File: config.mk
export PLATFORM = sky130hd
export DESIGN_NAME = pcs_top
export DESIGN_NICKNAME = d
export VERILOG_FILES = /design/src/core/pcs_pkg.sv /design/src/core/pcs_sock_if.sv /design/src/core/pcs_top.sv /design/src/core/pcs_socket.sv
export SDC_FILE = /design/constraint.sdc
export NUM_CORES = 1
export LEC_CHECK = 0
export BUFFER_PORTS_ARGS = -buffer_cell sky130_fd_sc_hd__buf_2
export CAP_MARGIN = 10
export CORE_MARGIN = 3
export CORE_UTILIZATION = 40
export DETAILED_ROUTE_END_ITERATION = 8
export GPL_TIMING_DRIVEN = 0
export PLACE_DENSITY_LB_ADDON = 0.2
export REMOVE_ABC_BUFFERS = 1
export SLEW_MARGIN = 40
export SYNTH_ARGS = -nofsm -noshare
export SYNTH_HDL_FRONTEND = slang
export SYNTH_HIERARCHICAL = 1
export SYNTH_SLANG_ARGS = --single-unit
export TNS_END_PERCENT = 1
File: constraint.sdc
create_clock -name sys_clk -period 3 [get_ports sys_clk]
set_input_delay 0.15 -clock sys_clk [delete_from_list [all_inputs] [get_ports sys_clk]]
set_output_delay 0.15 -clock sys_clk [all_outputs]
set_load 0.005 [all_outputs]
File: src/core/pcs_pkg.sv
/*
  Shared constants for the two-socket card status and strobe block:
  register map, field positions, reset values and the battery type.
  Assumes one 10 MHz clock and a plain single-cycle register port.
*/
package pcs_pkg;

  localparam int SOCKETS = 2;
  localparam int ADDR_W = 4;
  localparam int DATA_W = 8;
  localparam int PIN_W = 4;
  localparam int EVT_W = 4;

  // ****************************************
  // Register map
  // ****************************************
  localparam logic [1:0] REG_IFSTAT = 2'h0;
  localparam logic [1:0] REG_CHG = 2'h1;
  localparam logic [1:0] REG_CHG_EN = 2'h2;
  localparam logic [1:0] REG_CTRL = 2'h3;
  localparam int ADDR_SOCK_BIT = 2;
  localparam int ADDR_HI_BIT = 3;

  // Synchronised pin vector positions
  localparam int PIN_BVD_ONE = 0;
  localparam int PIN_BVD_TWO = 1;
  localparam int PIN_CD_ONE = 2;
  localparam int PIN_CD_TWO = 3;

  // Change event positions
  localparam int EVT_DEAD = 0;
  localparam int EVT_WEAK = 1;
  localparam int EVT_DETECT = 2;
  localparam int EVT_ALERT = 3;

  // Control fields
  localparam int CTRL_IO = 0;
  localparam int CTRL_DMA = 1;
  localparam logic [7:0] CTRL_MASK = 8'h03;
  localparam logic [7:0] EVT_MASK = 8'h0f;
  localparam logic [7:0] CTRL_RST = 8'h00;
  localparam logic [7:0] CHG_EN_RST = 8'h00;
  localparam logic [7:0] CHG_RST = 8'h00;
  localparam logic [3:0] PIN_RST = 4'hf;

  typedef enum logic [1:0] {
    PCS_BATT_GOOD = 2'h0,
    PCS_BATT_WEAK = 2'h1,
    PCS_BATT_DEAD = 2'h3
  } pcs_batt_t;

endpackage

File: src/core/pcs_sock_if.sv
/*
  Carrier between one socket front end and the register core.
  Assumes both ends run on the same clock.
*/
`timescale 1ns/1ps
interface pcs_sock_if;
  logic [3:0] pins;
  logic inserted;
  pcs_pkg::pcs_batt_t batt;
  logic [3:0] evt;
  logic io_mode;

  modport sock (
    output pins,
    output inserted,
    output batt,
    output evt,
    input io_mode
  );

  modport core (
    input pins,
    input inserted,
    input batt,
    input evt,
    output io_mode
  );
endinterface

File: src/core/pcs_top.sv
/*
  Two-socket card status and strobe block: register file, speaker
  merge, DMA request and ring reporting, and byte-lane card enables.
  Assumes card pins are asynchronous; the register port and the
  access request come from logic on sys_clk.
*/
// Local design decisions: the register offsets and the address-and-strobe port.
`timescale 1ns/1ps
module pcs_top (
  input wire logic sys_clk,
  input wire logic reset_n,
  input wire logic [3:0] reg_addr,
  input wire logic [7:0] reg_wdata,
  input wire logic reg_wr,
  input wire logic reg_rd,
  output logic [7:0] reg_rdata,
  input wire logic [1:0] battery_detect_one,
  input wire logic [1:0] battery_detect_two,
  input wire logic [1:0] card_detect_one,
  input wire logic [1:0] card_detect_two,
  input wire logic acc_valid,
  input wire logic acc_sock,
  input wire logic acc_odd,
  input wire logic acc_wide,
  output logic [1:0] even_byte_enable_n,
  output logic [1:0] odd_byte_enable_n,
  output logic merged_speaker_out,
  output logic [1:0] dma_request,
  output logic [1:0] ring_detected,
  output logic [1:0] status_change_pending
);

  // ****************************************
  // Socket front ends
  // ****************************************
  pcs_sock_if sif [pcs_pkg::SOCKETS] ();

  logic [1:0][3:0] pins_w;
  logic [1:0][3:0] evt_w;
  logic [1:0][1:0] batt_w;
  logic [1:0] ins_w;

  logic [1:0][7:0] ctrl_ff, nxt_ctrl;
  logic [1:0][7:0] en_ff, nxt_en;
  logic [1:0][7:0] chg_ff, nxt_chg;
  logic [1:0][7:0] clr;
  logic [7:0] rdata_ff, nxt_rdata;
  logic [1:0] even_ff, nxt_even;
  logic [1:0] odd_ff, nxt_odd;
  logic [1:0] dma_ff, nxt_dma;
  logic [1:0] ring_ff, nxt_ring;
  logic [1:0] pend_ff, nxt_pend;
  logic spk_ff, nxt_spk;
  logic sel;
  logic hit;
  logic [1:0] spk_bit;
  logic [1:0] lane_hit;

  for (genvar s = 0; s < pcs_pkg::SOCKETS; s++) begin : g_sock
    pcs_socket u_sock (
      .sys_clk(sys_clk),
      .reset_n(reset_n),
      .bvd_one_pin(battery_detect_one[s]),
      .bvd_two_pin(battery_detect_two[s]),
      .cd_one_pin(card_detect_one[s]),
      .cd_two_pin(card_detect_two[s]),
      .sif(sif[s])
    );
    assign pins_w[s] = sif[s].pins;
    assign evt_w[s] = sif[s].evt;
    assign batt_w[s] = sif[s].batt;
    assign ins_w[s] = sif[s].inserted;
    assign sif[s].io_mode = ctrl_ff[s][pcs_pkg::CTRL_IO];
  end

  // ****************************************
  // Register file
  // ****************************************
  always_comb begin
    sel = reg_addr[pcs_pkg::ADDR_SOCK_BIT];
    hit = ~reg_addr[pcs_pkg::ADDR_HI_BIT];
    nxt_ctrl = ctrl_ff;
    nxt_en = en_ff;
    nxt_rdata = '0;
    clr = '0;
    if (reg_wr && hit) begin
      unique case (reg_addr[1:0])
        pcs_pkg::REG_IFSTAT: begin
        end
        pcs_pkg::REG_CHG: begin
          clr[sel] = reg_wdata & pcs_pkg::EVT_MASK;
        end
        pcs_pkg::REG_CHG_EN: begin
          nxt_en[sel] = reg_wdata & pcs_pkg::EVT_MASK;
        end
        pcs_pkg::REG_CTRL: begin
          nxt_ctrl[sel] = reg_wdata & pcs_pkg::CTRL_MASK;
        end
      endcase
    end
    // Set wins over a write-one-to-clear in the same cycle
    for (int s = 0; s < pcs_pkg::SOCKETS; s++) begin
      nxt_chg[s] = (chg_ff[s] & ~clr[s]) | {4'h0, evt_w[s]};
    end
    if (reg_rd && hit) begin
      unique case (reg_addr[1:0])
        pcs_pkg::REG_IFSTAT: begin
          nxt_rdata = {1'b0, batt_w[sel], ins_w[sel], pins_w[sel]};
        end
        pcs_pkg::REG_CHG: begin
          nxt_rdata = chg_ff[sel];
        end
        pcs_pkg::REG_CHG_EN: begin
          nxt_rdata = en_ff[sel];
        end
        pcs_pkg::REG_CTRL: begin
          nxt_rdata = ctrl_ff[sel];
        end
      endcase
    end
  end

  always_ff @(posedge sys_clk or negedge reset_n) begin
    if (!reset_n) begin
      ctrl_ff <= {pcs_pkg::CTRL_RST, pcs_pkg::CTRL_RST};
      en_ff <= {pcs_pkg::CHG_EN_RST, pcs_pkg::CHG_EN_RST};
      chg_ff <= {pcs_pkg::CHG_RST, pcs_pkg::CHG_RST};
      rdata_ff <= '0;
    end else begin
      ctrl_ff <= nxt_ctrl;
      en_ff <= nxt_en;
      chg_ff <= nxt_chg;
      rdata_ff <= nxt_rdata;
    end
  end

  // ****************************************
  // Pin functions per socket
  // ****************************************
  always_comb begin
    for (int s = 0; s < pcs_pkg::SOCKETS; s++) begin
      // DMA takes the line away from the speaker use
      nxt_dma[s] = ctrl_ff[s][pcs_pkg::CTRL_DMA] &
                   pins_w[s][pcs_pkg::PIN_BVD_TWO];
      spk_bit[s] = ctrl_ff[s][pcs_pkg::CTRL_IO] &
                   ~ctrl_ff[s][pcs_pkg::CTRL_DMA] &
                   pins_w[s][pcs_pkg::PIN_BVD_TWO];
      nxt_ring[s] = ctrl_ff[s][pcs_pkg::CTRL_IO] &
                    ~pins_w[s][pcs_pkg::PIN_BVD_ONE];
      nxt_pend[s] = |(chg_ff[s] & en_ff[s]);
      // No strobe toward an empty socket
      lane_hit[s] = acc_valid & (acc_sock == s[0]) & ins_w[s];
      nxt_even[s] = ~(lane_hit[s] & (acc_wide | ~acc_odd));
      nxt_odd[s] = ~(lane_hit[s] & (acc_wide | acc_odd));
    end
    nxt_spk = spk_bit[0] ^ spk_bit[1];
  end

  always_ff @(posedge sys_clk or negedge reset_n) begin
    if (!reset_n) begin
      dma_ff <= '0;
      ring_ff <= '0;
      pend_ff <= '0;
      even_ff <= '1;
      odd_ff <= '1;
      spk_ff <= 1'b0;
    end else begin
      dma_ff <= nxt_dma;
      ring_ff <= nxt_ring;
      pend_ff <= nxt_pend;
      even_ff <= nxt_even;
      odd_ff <= nxt_odd;
      spk_ff <= nxt_spk;
    end
  end

  assign reg_rdata = rdata_ff;
  assign even_byte_enable_n = even_ff;
  assign odd_byte_enable_n = odd_ff;
  assign merged_speaker_out = spk_ff;
  assign dma_request = dma_ff;
  assign ring_detected = ring_ff;
  assign status_change_pending = pend_ff;

endmodule

File: src/core/pcs_socket.sv
/*
  One socket front end: synchronises the four status pins, decodes
  battery and insertion state and raises one-cycle change events.
  Assumes pins are asynchronous to sys_clk and io_mode is registered.
*/
`timescale 1ns/1ps
module pcs_socket (
  input wire logic sys_clk,
  input wire logic reset_n,
  input wire logic bvd_one_pin,
  input wire logic bvd_two_pin,
  input wire logic cd_one_pin,
  input wire logic cd_two_pin,
  pcs_sock_if.sock sif
);

  logic [3:0] meta_ff, nxt_meta;
  logic [3:0] sync_ff, nxt_sync;
  logic [3:0] prev_ff, nxt_prev;
  logic ins_now, ins_prev;

  // ****************************************
  // Synchroniser and history
  // ****************************************
  always_comb begin
    nxt_meta = {cd_two_pin, cd_one_pin, bvd_two_pin, bvd_one_pin};
    nxt_sync = meta_ff;
    nxt_prev = sync_ff;
  end

  always_ff @(posedge sys_clk or negedge reset_n) begin
    if (!reset_n) begin
      meta_ff <= pcs_pkg::PIN_RST;
      sync_ff <= pcs_pkg::PIN_RST;
      prev_ff <= pcs_pkg::PIN_RST;
    end else begin
      meta_ff <= nxt_meta;
      sync_ff <= nxt_sync;
      prev_ff <= nxt_prev;
    end
  end

  // ****************************************
  // Decode and change events
  // ****************************************
  always_comb begin
    // Detect pins are grounded inside the card
    ins_now = ~sync_ff[pcs_pkg::PIN_CD_ONE] &
              ~sync_ff[pcs_pkg::PIN_CD_TWO];
    ins_prev = ~prev_ff[pcs_pkg::PIN_CD_ONE] &
               ~prev_ff[pcs_pkg::PIN_CD_TWO];
    sif.inserted = ins_now;
    sif.pins = sync_ff;
    if (!sync_ff[pcs_pkg::PIN_BVD_ONE]) begin
      sif.batt = pcs_pkg::PCS_BATT_DEAD;
    end else if (!sync_ff[pcs_pkg::PIN_BVD_TWO]) begin
      sif.batt = pcs_pkg::PCS_BATT_WEAK;
    end else begin
      sif.batt = pcs_pkg::PCS_BATT_GOOD;
    end
    sif.evt = '0;
    sif.evt[pcs_pkg::EVT_DEAD] = ~sif.io_mode &
      prev_ff[pcs_pkg::PIN_BVD_ONE] & ~sync_ff[pcs_pkg::PIN_BVD_ONE];
    sif.evt[pcs_pkg::EVT_WEAK] = ~sif.io_mode &
      sync_ff[pcs_pkg::PIN_BVD_ONE] &
      prev_ff[pcs_pkg::PIN_BVD_TWO] & ~sync_ff[pcs_pkg::PIN_BVD_TWO];
    sif.evt[pcs_pkg::EVT_DETECT] = ins_now ^ ins_prev;
    // Status-change line is active low from the card
    sif.evt[pcs_pkg::EVT_ALERT] = sif.io_mode &
      prev_ff[pcs_pkg::PIN_BVD_ONE] & ~sync_ff[pcs_pkg::PIN_BVD_ONE];
  end

endmodule

# Word-level counts from Yosys, hierarchy flattened

Cells that the tools add are included.

Output and inout bits: 19
Flip-flop bits (word level): 91

Bitwise logic cells: 71
Multiplexer cells: 24
Equal/unequal tests: 3
Reduce and logical (&&, ||, !) cells: 8
Magnitude comparators: 2

Operator list:

| kind                                               | number |
|---|---|
| two-way mux 8 bit                                  | 8 |
| AND 1 bit                                          | 34 |
| AND 8 bit                                          | 4 |
| bitwise mux 16 bit                                 | 2 |
| two-way mux 16 bit                                 | 2 |
| one-hot mux 8 bit (4 select lines)                 | 1 |
| NOT 1 bit                                          | 23 |
| AND 12 x 16 -> 16 bit                              | 1 |
| NOT 8 bit                                          | 2 |
| OR 8 x 4 -> 8 bit                                  | 2 |
| OR reduction 8 bit                                 | 2 |
| demux 8 bit (select 1 bit)                         | 1 |
| two-way mux 2 bit                                  | 4 |
| two-way mux 4 bit                                  | 2 |
| == test 2 bit, second input constant               | 2 |
| two-way mux 1 bit                                  | 4 |
| AND reduction 2 bit                                | 2 |
| logical AND 1 bit                                  | 3 |
| XOR 1 bit                                          | 3 |
| == test 2 x 1 -> 1 bit, second input constant      | 1 |
| logical NOT 2 bit                                  | 1 |
| < comparator 1 x 2 -> 1 bit, second input constant | 1 |
| OR 1 bit                                           | 2 |
| >= comparator 1 bit, second input constant         | 1 |

# Depth between registers and ports, before layout

Word-level depth: 10
Gate-level depth with buffers: 6
Mapped depth without buffers: 4

# By module

Netlist, hierarchy kept.

By module, submodules not included:

| module                        | seq. area each (µm²) | cells an instance | times used | area each (µm²) |
|---|---|---|---|---|
| pcs_top                       | 955.9                | 144               | 1          | 1717.9 |
| pcs_socket (g_sock[0].u_sock) | 315.3                | 20                | 1          | 371.6 |
| pcs_socket (g_sock[1].u_sock) | 315.3                | 20                | 1          | 369.1 |

# Worst setup path after synthesis

OpenSTA, ideal clock, no wires.

Path type: input to register
From: input reg_addr[2]
To: register en_ff[0] (netlist name)
Arrival: 1269 ps
Required time: 2875 ps
Stages on the path: 5
Setup slack: 1606 ps
Cells stage by stage: buf_6 or3b_4 or2_1 buf_6 mux2_4

Word-level cells in the longest chain between the ends: 5

RTL lines:

| element                                                                                         | line           | source |
|---|---|---|
| start: declaration                                                                              | pcs_top.sv:12  | `input wire logic [3:0] reg_addr,` |
| < comparator 1 x 2 -> 1 bit (not written as such) / >= comparator 1 bit (equally long branches) | pcs_top.sv:94  | `nxt_en[sel] = reg_wdata & pcs_pkg::EVT_MASK;` |
| logical AND 1 bit (not written as such)                                                         | pcs_top.sv:94  |  |
| two-way mux 8 bit (not written as such)                                                         | pcs_top.sv:94  |  |
| demux 8 bit (select 1 bit) (*)                                                                  | pcs_top.sv:94  |  |
| bitwise mux 16 bit (*)                                                                          | pcs_top.sv:94  |  |
| end signal: assignment                                                                          | pcs_top.sv:126 | `en_ff <= {pcs_pkg::CHG_EN_RST, pcs_pkg::CHG_EN_RST};` |
| end signal: assignment                                                                          | pcs_top.sv:131 | `en_ff <= nxt_en;` |
| end: declaration                                                                                | pcs_top.sv:44  | `logic [1:0][7:0] en_ff, nxt_en;` |

Mark *: on every way between the ends. The rest lies on a longest branch, timed or not.
A chain may end at the register's enable or synchronous reset.

# Worst setup path after layout

From: register g_sock[0].u_sock.sync_ff[3]
To: register odd_ff[0] (netlist: odd_byte_enable_n[0])

Word-level cells in the longest chain between the ends: 5

RTL lines:

| element                  | line             | source |
|---|---|---|
| start: declaration       | pcs_socket.sv:18 | `logic [3:0] sync_ff, nxt_sync;` |
| start signal: assignment | pcs_socket.sv:34 | `sync_ff <= pcs_pkg::PIN_RST;` |
| start signal: assignment | pcs_socket.sv:38 | `sync_ff <= nxt_sync;` |
| NOT 1 bit                | pcs_socket.sv:49 | `~sync_ff[pcs_pkg::PIN_CD_TWO];` |
| AND 1 bit                | pcs_socket.sv:48 | `ins_now = ~sync_ff[pcs_pkg::PIN_CD_ONE] &` |
| via sif[0].inserted      | pcs_sock_if.sv:8 | `logic inserted;` |
| AND 1 bit                | pcs_top.sv:152   | `lane_hit[s] = acc_valid & (acc_sock == s[0]) & ins_w[s];` |
| AND 1 bit                | pcs_top.sv:154   | `nxt_odd[s] = ~(lane_hit[s] & (acc_wide \| acc_odd));` |
| NOT 1 bit                | pcs_top.sv:154   |  |
| via nxt_odd[0]           | pcs_top.sv:49    | `logic [1:0] odd_ff, nxt_odd;` |
| end signal: assignment   | pcs_top.sv:172   | `odd_ff <= nxt_odd;` |
| end: declaration         | pcs_top.sv:49    |  |

The timed path passes the listed nets, and every way through them passes these cells.

==> run summary <==
outcome - finished clean
worst setup path category - reg -> reg
Worst slew margin - 64.4%
Nets - 269
clk sinks - 62
area leader, netlist - dfrtp_1
die height - 84.4 µm
Max-Cap Viols - 0
fmax - 693 MHz
drt first pass iters - 4
Slew Viols, Final - 0
gr usage total - 14.8%
RSZ-0062 raised after global routing - no
clock insertion delay at the later pin of the skew report - 340 ps
std cell rows - 27
DP HPWL - 3250 µm
number of vias per cell - 4.86
footprint of the multi-input gates - 818 µm²
Async S/R FF share, synth - 100%
Netlist cell types - 36
Max H-tree Level - 3
largest net degree at the start of global routing - 63
number of global-route vias before repair - 1596
Commonest cells post-synth - dfrtp_1, dfstp_2, nor2_1, nand2_1, mux2i_1
Pleak - 1.35 nW
Die Footprint - 7120 µm²
delay of the slowest cell on the worst path - 550 ps
met1 GRT Util - 20.1%
CTS tree - built
FF/Latch Area - 1590 µm²
Port Buffers - 41
Initial DRC Count - 122
Syn. warnings - 6
final number of hold-violating endpoints - 0
Crit path arrival time - 1700 ps
drt drc - 0
Seq/Total Area, Yosys - 64.5%
first-pass GRT wire length - 8030 µm
Post-CTS Setup Bufs - 0
busiest grt layer - met2
DRT antenna net count - 0
utilization after layout - 52.7%
remaining global-route overflow - 0
prevailing post-synth register cell - dfrtp_1
Core Region - 5710 µm²
routability cong. - 0.832
Mapped Area - 2460 µm²
synth-to-layout area growth - 22.4%
Critical Path Start Type - register
delay-heaviest family, CP - buffers and inverters
Final Setup Violations - 0
share of cells above drive strength 1 - 42.3%
TNS Setup - 0 ps
worst hold path class - in -> reg
syn_area_per_cell - 13.4 µm²
final WL - 4690 µm
minimum clock period - 1440 ps
M2 GR Usage - 21.2%
WHS - 17.6 ps
Max IR drop VDD - 0.000292 V
Worst Path Buf+Inv - 1
pwr dens - 631 nW/µm²
skew final - 7.19 ps
Worst-path clk slew - 60 ps
Synth area leaders - dfrtp_1, dfstp_2, mux2i_1, mux2_2, nor2_1
DIE WIDTH - 84.4 µm
final period utilization - 48.1%
initial antenna violation count - 0
met3 Usage GRT - 6.28%
Post-synth EDFFs - 0
critical path's slowest cell - dlygate4sd3_1
fillers - 507
CP Max Fanout - 3
Initial Util - 43.1%
Synth top area share - 34.6%
Post-Synthesis Cells - 184
#FFs+latches synth - 62
n_diodes - 0
Tot Pwr - 0.00190 W
deepest clock path buffer count - 2
Worst Path Required - 3260 ps
worst-margin pin slew - 534 ps
Crit. End Element - register
CTS Buf Count - 9
most frequent cell after synthesis - dfrtp_1
critical-path cell list - nor2_2, nand2_1, nor2_1, o21ai_0, dlygate4sd3_1
via total after detailed routing - 1544
Root Buffer - clkbuf_8
# IOs - 47
post-DR wirelength/cell - 14.8 µm
-- per-stage QoR --
stage | setup slack [ps] | area (µm²) | cells
floorplan | 1740 | 2420 | 178
global placement | 1360 | 2710 | 291
detailed placement | 1360 | 2710 | 291
CTS | 1550 | 3010 | 318
global route | 1450 | 3010 | 318
finish | 1560 | 3010 | 318
-- placed cells by master (no fill, tap or decap), types with 2 or more instances in the layout --
cell type,synthesis,layout
dfrtp_1,34,34
a21oi_1,4,4
nor2_1,18,18
a211oi_1,2,2
o21ai_0,2,2
nor4b_2,2,2
nand2_1,16,16
clkbuf_1,2,3
nand2b_1,5,5
and3_2,2,2
mux2i_1,12,12
and2_1,2,2
dlygate4sd3_1,0,11
mux2_2,9,9
mux2_4,4,4
a22oi_1,4,4
a21o_1,8,8
clkbuf_8,0,12
inv_2,2,2
nand3b_1,3,3
nor2b_1,4,4
nor3b_1,2,2
o22ai_1,2,2
dfstp_2,28,28
buf_2,1,40
xor2_1,3,3
-- cells by family (layout without fill, tap and decap cells) --
group	count (synthesis)	count (layout)	synth area share [%]
AOI/OAI and AO/OA	25	25	7.12
xor gates and xnor gates	3	3	1.07
buffers and inverters	9	71	2.19
DFF	62	62	64.5
muxes	26	26	12.4
other	1	1	0.153
and+or+nand+nor	58	58	12.6
-- worst paths after layout --
path	from	slack (ps)	end	depth (start not counted)
setup / recovery	g_sock[0].u_sock/sif.pins[3]$_DFF_PN1_	1560	odd_byte_enable_n[0]$_DFF_PN1_	5
hold / removal	acc_valid	20	even_byte_enable_n[1]$_DFF_PN1_	2
setup reg to reg	g_sock[0].u_sock/sif.pins[3]$_DFF_PN1_	1560	odd_byte_enable_n[0]$_DFF_PN1_	5
hold reg to reg	g_sock[1].u_sock/meta_ff[1]$_DFF_PN1_	350	g_sock[1].u_sock/sif.pins[1]$_DFF_PN1_	0
max in group asynchronous	reset_n	2260	g_sock[0].u_sock/meta_ff[0]$_DFF_PN1_	2
min in group asynchronous	reset_n	360	chg_ff[8]$_DFF_PN0_	2
-- flip-flops by register name, indices dropped and copies added, names as in the netlist --
name and count:
even_byte_enable_n 2, merged_speaker_out 1, g_sock.u_sock/meta_ff 8, ctrl_ff 4, dma_request 2, en_ff 8
status_change_pending 2, chg_ff 8, reg_rdata 7, ring_detected 2, g_sock.u_sock/sif.pins 8, g_sock.u_sock/prev_ff 8
odd_byte_enable_n 2
-- per-layer routing --
metal | vias up | wire length [µm]
met2 | 39 | 2200
met5 | - | 0
met1 | 754 | 2190
met3 | 4 | 274
met4 | 0 | 32
li1 | 747 | -
-- layout make-up --
class / count / share of cell area, %
inverters: 3 / 0.374
multi-input cells: 113 / 27.2
clock inverters: 1 / 0.166
clock buffers: 15 / 5.86
repair buffers: 52 / 10.7
flip-flops and latches: 62 / 52.7
well taps: 72 / 2.99
-- timing repair --
item / 4_1_cts / 5_1_grt
resized for setup: 0 / 0
hold buffers: 11 / 0
endpoints found under the hold margin: 43 / 0
-- power by group --
part | internal, W | switching (W) | leakage, nW | total [W]
clock | 0.000367 | 0.000289 | 0.0937 | 0.000656
combinational | 0.000133 | 0.0000996 | 0.559 | 0.000233
sequential | 0.000942 | 0.0000693 | 0.699 | 0.00101
total | 0.00144 | 0.000457 | 1.35 | 0.00190
No activity file was read; power rests on OpenSTA's default activity.
